[config.mk]
export PLATFORM = sky130hd
export DESIGN_NAME = ioc_osc_ctrl
export DESIGN_NICKNAME = d
export VERILOG_FILES = /design/src/inc/ioc_pkg.sv /design/src/rtl/ioc_clk_div.sv /design/src/rtl/ioc_osc_ctrl.sv
export VERILOG_INCLUDE_DIRS = /design/src /design/src/inc
export SDC_FILE = /design/constraint.sdc
export NUM_CORES = 1
export LEC_CHECK = 0
export BUFFER_PORTS_ARGS = -buffer_cell sky130_fd_sc_hd__buf_2
export CAP_MARGIN = 20
export CORE_UTILIZATION = 45
export CTS_CLUSTER_SIZE = 40
export DETAILED_ROUTE_END_ITERATION = 10
export GPL_TIMING_DRIVEN = 1
export PLACE_DENSITY = 0.69
export SKIP_CTS_REPAIR_TIMING = 1
export SLEW_MARGIN = 15
export SYNTH_ARGS = -nofsm -noshare
export SYNTH_HDL_FRONTEND = slang
export SYNTH_HIERARCHICAL = 1
export SYNTH_SLANG_ARGS = --single-unit
export TNS_END_PERCENT = 10
[constraint.sdc]
create_clock -name clk_in -period 2.8 [get_ports clk_in]
set_input_delay 0.14 -clock clk_in [delete_from_list [all_inputs] [get_ports clk_in]]
set_output_delay 0.14 -clock clk_in [all_outputs]
set_load 0.02 [all_outputs]
[src/inc/ioc_cfg.svh]
// register offsets, field positions, reset values and timing counts for the oscillator control block
`ifndef IOC_CFG_SVH
`define IOC_CFG_SVH
// wishbone register indices (printed offsets are not all multiples of four, so byte address is index times four)
`define IOC_IDX_HF_CTRL     8'hb2
`define IOC_IDX_MULT        8'hb9
`define IOC_IDX_LF_CTRL     8'h86
`define IOC_IDX_IRQ_STATUS  8'hc0
`define IOC_IDX_IRQ_MASK    8'hc1
`define IOC_IDX_CAPT_CTRL   8'hc2
`define IOC_IDX_T2_CAPTURE  8'hc3
`define IOC_IDX_T3_CAPTURE  8'hc4
`define IOC_ADDR_W          10
// hf control fields
`define IOC_HF_EN_BIT       7
`define IOC_HF_RDY_BIT      6
`define IOC_HF_SUSP_BIT     5
`define IOC_HF_CTRL_RESET   8'hc0
// multiplier stub constant read value
`define IOC_MULT_VALUE      8'he0
// lf control fields
`define IOC_LF_EN_BIT       7
`define IOC_LF_RDY_BIT      6
`define IOC_LF_TRIM_RESET   4'h8
// interrupt bit positions
`define IOC_IRQ_HF_RDY      0
`define IOC_IRQ_LF_RDY      1
`define IOC_IRQ_WAKE        2
`define IOC_IRQ_T2_CAPT     3
`define IOC_IRQ_T3_CAPT     4
`define IOC_IRQ_W           5
// timing: hf settle and lf settle times in microseconds, clock period in ns
`define IOC_CLK_PERIOD_NS   100
`define IOC_HF_SETTLE_US    2
`define IOC_LF_SETTLE_US    10
`define IOC_HF_SETTLE_CYC   ((`IOC_HF_SETTLE_US * 1000 + `IOC_CLK_PERIOD_NS - 1) / `IOC_CLK_PERIOD_NS)
`define IOC_LF_SETTLE_CYC   ((`IOC_LF_SETTLE_US * 1000 + `IOC_CLK_PERIOD_NS - 1) / `IOC_CLK_PERIOD_NS)
`endif

[src/inc/ioc_pkg.sv]
// types shared by the oscillator control block
package ioc_pkg;
  // wishbone request bundle
  typedef struct packed {
    logic        cyc;
    logic        stb;
    logic        we;
    logic [9:0]  adr;
    logic [3:0]  sel;
    logic [31:0] dat;
  } ioc_wb_req_t;
  // wake event group
  typedef struct packed {
    logic port0_match;
    logic port1_match;
    logic timer3_overflow;
    logic usb_resume;
  } ioc_wake_t;
  // hf oscillator state
  typedef enum logic [1:0] {
    IOC_HF_OFF,
    IOC_HF_SETTLE,
    IOC_HF_RUN,
    IOC_HF_SUSP
  } ioc_hf_state_t;
endpackage

[src/rtl/ioc_clk_div.sv]
// glitch-free power-of-two clock divider producing an enable pulse and a divided level
`timescale 1ns/1ps
module ioc_clk_div
  import ioc_pkg::*;
(
  // clock and reset
  input  wire logic       clk_in,
  input  wire logic       rst_in,
  // source tick and ratio (00 /8, 01 /4, 10 /2, 11 /1)
  input  wire logic       tick_in,
  input  wire logic [1:0] sel_in,
  // divided outputs
  output logic            pulse_out,
  output logic            level_out
);
  logic [2:0] count;     // free running divide counter
  logic [1:0] sel_live;  // ratio in use, changed only at a period boundary
  logic [2:0] limit;     // terminal count for the live ratio
  logic       wrap;      // end of one divided period

  // terminal count from the live ratio
  always_comb begin
    case (sel_live)
      2'b00:   limit = 3'h7;
      2'b01:   limit = 3'h3;
      2'b10:   limit = 3'h1;
      default: limit = 3'h0;
    endcase
  end

  assign wrap = tick_in && (count >= limit);

  // counter and ratio switch only at wrap, so no runt period appears
  always_ff @(posedge clk_in) begin
    if (rst_in) begin
      count    <= 3'h0;
      sel_live <= 2'h0;
    end else if (wrap) begin
      count    <= 3'h0;
      sel_live <= sel_in;
    end else if (tick_in) begin
      count <= count + 3'h1;
    end
  end

  // registered outputs: pulse on wrap, level toggles each divided period
  always_ff @(posedge clk_in) begin
    if (rst_in) begin
      pulse_out <= 1'b0;
      level_out <= 1'b0;
    end else begin
      pulse_out <= wrap;
      if (wrap) begin
        level_out <= ~level_out;
      end
    end
  end
endmodule

[src/rtl/ioc_osc_ctrl.sv]
// internal oscillator control registers with wishbone slave, dividers and lf capture
// Summary of operation
// - hf enable bit 7 runs oscillator, resets 1
// - bit 6 read-only ready at programmed frequency
// - writing suspend bit halts oscillator until wake
// - hf control bits 4:2 read zero
// - fixed divide-by-4 before selectable divider
// - hf divider 00 /8 to 11 /1
// - multiplier register is read-only present stub
// - multiplier bits 7:5 always read one
// - multiplier bits 4:0 always read zero
// - lf oscillator with 1,2,4,8 divider
// - four-bit lf fine trim is writable
// - timer2 captures falling, timer3 rising lf edges
// - capture copies timer count into reload
// - lf divider 00 /8 to 11 /1
// - lf ready clears on reset or divider change
// - wake on port matches, timer3 overflow, resume
//
// Added by the designer: the Wishbone register port.
`timescale 1ns/1ps
`include "ioc_cfg.svh"
module ioc_osc_ctrl
  import ioc_pkg::*;
#(
  parameter int HF_SETTLE_CYC = `IOC_HF_SETTLE_CYC,
  parameter int LF_SETTLE_CYC = `IOC_LF_SETTLE_CYC
) (
  // clock and reset
  input  wire logic        clk_in,
  input  wire logic        rst_in,
  // wishbone slave
  input  wire logic        wb_cyc_in,
  input  wire logic        wb_stb_in,
  input  wire logic        wb_we_in,
  input  wire logic [9:0]  wb_adr_in,
  input  wire logic [3:0]  wb_sel_in,
  input  wire logic [31:0] wb_dat_in,
  output logic [31:0]      wb_dat_out,
  output logic             wb_ack_out,
  // wake events from outside logic, same clock
  input  wire logic        port0_match_in,
  input  wire logic        port1_match_in,
  input  wire logic        timer3_overflow_in,
  input  wire logic        usb_resume_in,
  // running timer counts, same clock
  input  wire logic [15:0] timer2_count_in,
  input  wire logic [15:0] timer3_count_in,
  // oscillator ticks (one-cycle enables) from the analog cells, same clock
  input  wire logic        hf_tick_in,
  input  wire logic        lf_tick_in,
  // oscillator controls and clock enables
  output logic             hf_run_out,
  output logic             lf_run_out,
  output logic [3:0]       lf_fine_trim_out,
  output logic             system_clock_en_out,
  output logic             lf_clock_en_out,
  output logic             lf_level_out,
  // interrupt
  output logic             irq_out
);
  // registers
  logic                     hf_osc_enable;      // hf enable
  logic                     suspend;            // suspend in force
  logic [1:0]               hf_divider_select;  // hf post divider
  logic                     lf_osc_enable;      // lf enable
  logic                     lf_ready;           // lf settled
  logic [3:0]               lf_fine_trim;       // lf trim
  logic [1:0]               lf_divider_select;  // lf divider
  logic                     t2_capt_mode;       // timer2 lf capture
  logic                     t3_capt_mode;       // timer3 lf capture
  logic [15:0]              t2_reload;          // timer2 reload capture
  logic [15:0]              t3_reload;          // timer3 reload capture
  logic [`IOC_IRQ_W-1:0]    irq_status;         // sticky events
  logic [`IOC_IRQ_W-1:0]    irq_mask;           // event enables
  ioc_hf_state_t            hf_state;           // hf oscillator state
  logic [15:0]              hf_settle;          // hf settle counter
  logic [15:0]              lf_settle;          // lf settle counter
  logic [1:0]               pre_count;          // fixed divide by 4
  logic                     pre_tick;           // prescaler output
  logic                     lf_div_pulse;       // lf divided pulse
  logic                     lf_level;           // lf divided level
  logic                     lf_level_d;         // delayed level for edges
  logic                     hf_freq_ready;      // hf running
  logic                     wake;               // any wake event
  logic                     bus_req;            // new access
  logic                     wr;                 // write strobe
  logic [7:0]               idx;                // register index
  logic                     lane0;              // low byte enabled
  logic [`IOC_IRQ_W-1:0]    events;             // events this cycle
  logic                     t2_capt;            // timer2 capture
  logic                     t3_capt;            // timer3 capture
  logic                     lf_div_write;       // write that changes lf divider

  // bus decode: one access answered one cycle later
  assign bus_req = wb_cyc_in && wb_stb_in && !wb_ack_out;
  assign wr      = bus_req && wb_we_in;
  assign idx     = wb_adr_in[9:2];
  assign lane0   = wb_sel_in[0];
  assign lf_div_write = wr && lane0 && (idx == `IOC_IDX_LF_CTRL) &&
                        (wb_dat_in[1:0] != lf_divider_select);

  // wake sources
  assign wake = port0_match_in || port1_match_in || timer3_overflow_in || usb_resume_in;

  // ready only while running at frequency
  assign hf_freq_ready = (hf_state == IOC_HF_RUN);
  assign hf_run_out    = (hf_state == IOC_HF_SETTLE) || (hf_state == IOC_HF_RUN);
  assign lf_run_out    = lf_osc_enable;
  assign lf_fine_trim_out = lf_fine_trim;
  assign lf_clock_en_out  = lf_div_pulse;
  assign lf_level_out     = lf_level;

  // edges of divided lf output for capture
  assign t2_capt = t2_capt_mode && lf_level_d && !lf_level;
  assign t3_capt = t3_capt_mode && !lf_level_d && lf_level;

  // hf state machine: enable, settle, suspend and wake
  always_ff @(posedge clk_in) begin
    if (rst_in) begin
      hf_state  <= IOC_HF_SETTLE;
      hf_settle <= 16'h0000;
    end else begin
      case (hf_state)
        IOC_HF_OFF: begin
          if (hf_osc_enable) begin
            hf_state  <= IOC_HF_SETTLE;
            hf_settle <= 16'h0000;
          end
        end
        IOC_HF_SETTLE: begin
          if (!hf_osc_enable) begin
            hf_state <= IOC_HF_OFF;
          end else if (suspend) begin
            hf_state <= IOC_HF_SUSP;
          end else if (hf_settle >= 16'(HF_SETTLE_CYC - 1)) begin
            hf_state <= IOC_HF_RUN;
          end else begin
            hf_settle <= hf_settle + 16'h0001;
          end
        end
        IOC_HF_RUN: begin
          if (!hf_osc_enable) begin
            hf_state <= IOC_HF_OFF;
          end else if (suspend) begin
            hf_state <= IOC_HF_SUSP;
          end
        end
        IOC_HF_SUSP: begin
          if (!suspend) begin
            hf_state  <= hf_osc_enable ? IOC_HF_SETTLE : IOC_HF_OFF;
            hf_settle <= 16'h0000;
          end
        end
        default: hf_state <= IOC_HF_OFF;
      endcase
    end
  end

  // hf control register write; suspend clears on wake
  always_ff @(posedge clk_in) begin
    if (rst_in) begin
      hf_osc_enable     <= 1'(`IOC_HF_CTRL_RESET >> `IOC_HF_EN_BIT);
      suspend           <= 1'b0;
      hf_divider_select <= 2'b00;
    end else begin
      if (wake) begin
        suspend <= 1'b0;
      end else if (wr && lane0 && idx == `IOC_IDX_HF_CTRL && wb_dat_in[`IOC_HF_SUSP_BIT]) begin
        suspend <= 1'b1;
      end
      if (wr && lane0 && idx == `IOC_IDX_HF_CTRL) begin
        hf_osc_enable     <= wb_dat_in[`IOC_HF_EN_BIT];
        hf_divider_select <= wb_dat_in[1:0];
      end
    end
  end

  // fixed divide by 4 on hf ticks, stopped when not running
  always_ff @(posedge clk_in) begin
    if (rst_in) begin
      pre_count <= 2'h0;
      pre_tick  <= 1'b0;
    end else begin
      pre_tick <= 1'b0;
      if (hf_freq_ready && hf_tick_in) begin
        pre_count <= pre_count + 2'h1;
        pre_tick  <= (pre_count == 2'h3);
      end
    end
  end

  // hf post divider, ratio switched at period boundary
  ioc_clk_div u_hf_div (
    .clk_in    (clk_in),
    .rst_in    (rst_in),
    .tick_in   (pre_tick),
    .sel_in    (hf_divider_select),
    .pulse_out (system_clock_en_out),
    .level_out ()
  );

  // lf divider on lf ticks
  ioc_clk_div u_lf_div (
    .clk_in    (clk_in),
    .rst_in    (rst_in),
    .tick_in   (lf_tick_in && lf_osc_enable),
    .sel_in    (lf_divider_select),
    .pulse_out (lf_div_pulse),
    .level_out (lf_level)
  );

  // lf control register and ready flag
  always_ff @(posedge clk_in) begin
    if (rst_in) begin
      lf_osc_enable     <= 1'b0;
      lf_fine_trim      <= `IOC_LF_TRIM_RESET;
      lf_divider_select <= 2'b00;
      lf_ready          <= 1'b0;
      lf_settle         <= 16'h0000;
    end else begin
      if (wr && lane0 && idx == `IOC_IDX_LF_CTRL) begin
        lf_osc_enable     <= wb_dat_in[`IOC_LF_EN_BIT];
        lf_fine_trim      <= wb_dat_in[5:2];
        lf_divider_select <= wb_dat_in[1:0];
      end
      if (lf_div_write) begin
        lf_ready  <= 1'b0;
        lf_settle <= 16'h0000;
      end else if (lf_osc_enable && !lf_ready) begin
        if (lf_settle >= 16'(LF_SETTLE_CYC - 1)) begin
          lf_ready <= 1'b1;
        end else begin
          lf_settle <= lf_settle + 16'h0001;
        end
      end
    end
  end

  // capture control and captured counts
  always_ff @(posedge clk_in) begin
    if (rst_in) begin
      t2_capt_mode <= 1'b0;
      t3_capt_mode <= 1'b0;
      t2_reload    <= 16'h0000;
      t3_reload    <= 16'h0000;
      lf_level_d   <= 1'b0;
    end else begin
      lf_level_d <= lf_level;
      if (wr && lane0 && idx == `IOC_IDX_CAPT_CTRL) begin
        t2_capt_mode <= wb_dat_in[0];
        t3_capt_mode <= wb_dat_in[1];
      end
      if (t2_capt) begin
        t2_reload <= timer2_count_in;
      end
      if (t3_capt) begin
        t3_reload <= timer3_count_in;
      end
    end
  end

  // events for interrupt status
  always_comb begin
    events = '0;
    events[`IOC_IRQ_HF_RDY]  = (hf_state == IOC_HF_SETTLE) && hf_osc_enable && !suspend &&
                               (hf_settle >= 16'(HF_SETTLE_CYC - 1));
    events[`IOC_IRQ_LF_RDY]  = lf_osc_enable && !lf_ready && !lf_div_write &&
                               (lf_settle >= 16'(LF_SETTLE_CYC - 1));
    events[`IOC_IRQ_WAKE]    = wake && suspend;
    events[`IOC_IRQ_T2_CAPT] = t2_capt;
    events[`IOC_IRQ_T3_CAPT] = t3_capt;
  end

  // sticky status, write one to clear, set wins; mask register
  always_ff @(posedge clk_in) begin
    if (rst_in) begin
      irq_status <= '0;
      irq_mask   <= '0;
    end else begin
      if (wr && lane0 && idx == `IOC_IDX_IRQ_STATUS) begin
        irq_status <= (irq_status & ~wb_dat_in[`IOC_IRQ_W-1:0]) | events;
      end else begin
        irq_status <= irq_status | events;
      end
      if (wr && lane0 && idx == `IOC_IDX_IRQ_MASK) begin
        irq_mask <= wb_dat_in[`IOC_IRQ_W-1:0];
      end
    end
  end

  assign irq_out = |(irq_status & irq_mask);

  // read data and ack; unmapped reads return zero
  always_ff @(posedge clk_in) begin
    if (rst_in) begin
      wb_ack_out <= 1'b0;
      wb_dat_out <= 32'h0000_0000;
    end else begin
      wb_ack_out <= bus_req;
      wb_dat_out <= 32'h0000_0000;
      if (bus_req && !wb_we_in) begin
        case (idx)
          `IOC_IDX_HF_CTRL:    wb_dat_out[7:0] <= {hf_osc_enable, hf_freq_ready, suspend, 3'b000, hf_divider_select};
          `IOC_IDX_MULT:       wb_dat_out[7:0] <= `IOC_MULT_VALUE;
          `IOC_IDX_LF_CTRL:    wb_dat_out[7:0] <= {lf_osc_enable, lf_ready, lf_fine_trim, lf_divider_select};
          `IOC_IDX_IRQ_STATUS: wb_dat_out[`IOC_IRQ_W-1:0] <= irq_status;
          `IOC_IDX_IRQ_MASK:   wb_dat_out[`IOC_IRQ_W-1:0] <= irq_mask;
          `IOC_IDX_CAPT_CTRL:  wb_dat_out[1:0] <= {t3_capt_mode, t2_capt_mode};
          `IOC_IDX_T2_CAPTURE: wb_dat_out[15:0] <= t2_reload;
          `IOC_IDX_T3_CAPTURE: wb_dat_out[15:0] <= t3_reload;
          default:             wb_dat_out <= 32'h0000_0000;
        endcase
      end
    end
  end
endmodule

==> results.py <==
metrics = {
    "cts": {
        "clk_latency_ns": 0.41,
        "clkSinkCount": 124,
        "clk_pin_slew_ns": 0.06,
        "htreeDepth": 4,
        "cts_tree": "yes",
        "cts_buffer_depth": 2,
        "cts-buffers-inserted": 17,
        "cts_root_buf": "clkbuf_16",
    },
    "global_route": {
        "grt_start_max_net_pins": 35,
        "grt-ovfl-total": 0,
        "busiest_layer": "met2",
        "met3_usage_pct": 5.08,
        "grt_pass1_vias": 4443,
        "grt_pass1_wl_um": 21500,
        "use_met1_pct": 27.3,
        "antenna_found_initial": 0,
        "track_usage_pct": 21.6,
        "use_met2_pct": 35.6,
    },
    "pwr": {
        "pwr-share-comb_pct": 8.4,
        "pwr-share-clk_pct": 49.8,
        "leakage_nw": 2.67,
        "irDropWorstVdd_mv": 0.370,
        "cell_internal_pwr_mw": 3.31,
        "p_switching_mw": 1.05,
        "pwr-share-seq_pct": 41.8,
        "switching_share_pct": 24.1,
        "p_per_area_mw_per_mm2": 635,
    },
    "sta": {
        "finalCritPeriodShare_pct": 77.9,
        "max_freq_mhz": 458,
        "finalMaxSlewViolations": 0,
        "setup_viol": 0,
        "grt_setup_unrepaired": "no",
        "tightest_slew_ns": 0.857,
        "hold_slack_ns": -0.0225,
        "finalClockSkew_ns": 0.00566,
        "hold_viol": 1,
        "finalWorstSetupSlack_ns": 0.618,
        "tns_ns": 0,
        "relSlewSlack_pct": 42.0,
        "period_minus_slack_ns": 2.18,
    },
    "final_layout": {
        "multi_input_area_mm2": 0.00276,
        "num-fill-cells": 1050,
        "layout_common_cells": "dfxtp_1, nand2_1, buf_2",
        "layout_commonest_cell": "dfxtp_1",
        "nNetsFinal": 834,
        "regArea_mm2": 0.00248,
        "antenna_cells": 0,
        "layout-drive-gt1-share_pct": 19.3,
        "area_growth_pct": 24.9,
    },
    "detailed_routing": {
        "detail_route.wl_per_cell_um": 15.8,
        "ant_nets": 0,
        "wl_um": 14000,
        "drt_first_pass_iters": 5,
        "via_count": 4940,
        "first_iter_violations": 302,
        "drcViolationCount": 0,
        "vias_per_cell": 5.56,
    },
    "outcome": {
        "outcome": "finished, violations left",
        "violations": "hold timing",
    },
    "synthesis": {
        "synth.avg_cell_area_um2": 8.86,
        "syn-instance-count": 621,
        "ys_warn_count": 6,
        "syn_area_mm2": 0.00550,
    },
    "placed_design": {
        "place_ws_ns": 0.665,
        "hpwl_um": 9570,
        "io_buffers": 85,
        "gp_congestion": 0.924,
    },
    "floorplan": {
        "ios": 132,
        "rows": 40,
        "core_mm2": 0.0120,
        "initial_core_util_pct": 46.0,
        "fp.dieH_um": 113,
        "die_x_um": 113,
        "die_area_mm2": 0.0127,
    },
    "worst_setup_path": {
        "cp_max_fo": 9,
        "critPathKind": "register to register",
        "cp_num_buf_inv": 1,
        "required_ns": 3.15,
        "path_cells": "inv_1 > ha_1 > o21a_1 > or3_2 > or4_1 > a21boi_1",
        "critPathSlowestCell": "or3_2",
        "path_delay_family": "simple AND/OR/NAND/NOR gates",
        "crit_path_start_kind": "register",
        "critPathMaxStageDelay_ns": 0.49,
        "cp-end-kind": "register",
        "cp.arrival_ns": 2.53,
    },
    "flow_run": {
        "maxCapViolCount": 0,
    },
    "hold_path": {
        "hold_class": "primary input to register",
    },
}
## per-layer routing
| metal | vias to the layer above | routed length, µm |
|---|---|---|
| met5 | - | 0 |
| met4 | 0 | 250 |
| met3 | 31 | 874 |
| met2 | 193 | 6980 |
| met1 | 2331 | 5940 |
| li1 | 2385 | - |
## flip-flops by register name, indices dropped and copies added, names as in the netlist, 2 cells and up
name / flops
wb_dat_out: 16
u_hf_div/count: 3
hf_state: 2
lf_settle: 16
lf_divider_select: 2
u_lf_div/sel_live: 2
t3_reload: 16
u_lf_div/count: 3
lf_fine_trim_out: 4
irq_status: 5
hf_divider_select: 2
irq_mask: 5
hf_settle: 16
u_hf_div/sel_live: 2
pre_count: 2
t2_reload: 16
## area by class of cell
cell class | instances | share of cell area [%]
clock buffer | 19 | 6.60
clock inverter | 13 | 2.08
inverter | 11 | 0.601
multi-input combinational | 450 | 40.2
sequential | 124 | 36.2
tap | 147 | 2.68
timing repair buffer | 125 | 11.7
## tightest hold or removal path, stage by stage
cell	delay [ns]
buf_2	0.10
nand2_1	0.05
nand3_1	0.06
## power by group through the flow
| stage | combinational [mW] | clock [mW] | sequential, mW |
|---|---|---|---|
| after detailed placement | 0.325 | 0 | 1.86 |
| after CTS | 0.327 | 2.19 | 1.83 |
| final | 0.365 | 2.17 | 1.83 |
| after global routing | 0.399 | 2.29 | 1.83 |
| after global placement | 0.315 | 0 | 1.86 |
| after floorplan | 0.247 | 0 | 1.86 |
## per-stage QoR
step	instance area (µm²)	power [mW]	utilization, %	std cells	hold slack, ns
2_1_floorplan	5560	2.10	-	636	0.242
3_3_place_gp	5950	2.18	49.7	825	0.382
3_5_place_dp	5950	2.19	49.7	825	0.386
4_1_cts	6550	4.35	54.7	857	-0.0512
5_1_grt	6870	4.52	57.4	889	0.000717
6_report	6870	4.36	57.4	889	-0.0225
## final timing paths
path / endpoint / cells after the start / start / slack, ns
max: hf_settle[3]$_SDFFE_PP0P_ / 6 / hf_state[1]$_SDFFE_PP0P_ / 0.62
min: lf_fine_trim_out[3]$_SDFFE_PP1P_ / 3 / wb_dat_in[5] / -0.02
max reg2reg: hf_settle[3]$_SDFFE_PP0P_ / 6 / hf_state[1]$_SDFFE_PP0P_ / 0.62
min reg2reg: hf_settle[8]$_SDFFE_PP0P_ / 1 / hf_settle[8]$_SDFFE_PP0P_ / 0.46
Note: power is estimated with default switching activity, not from simulation.
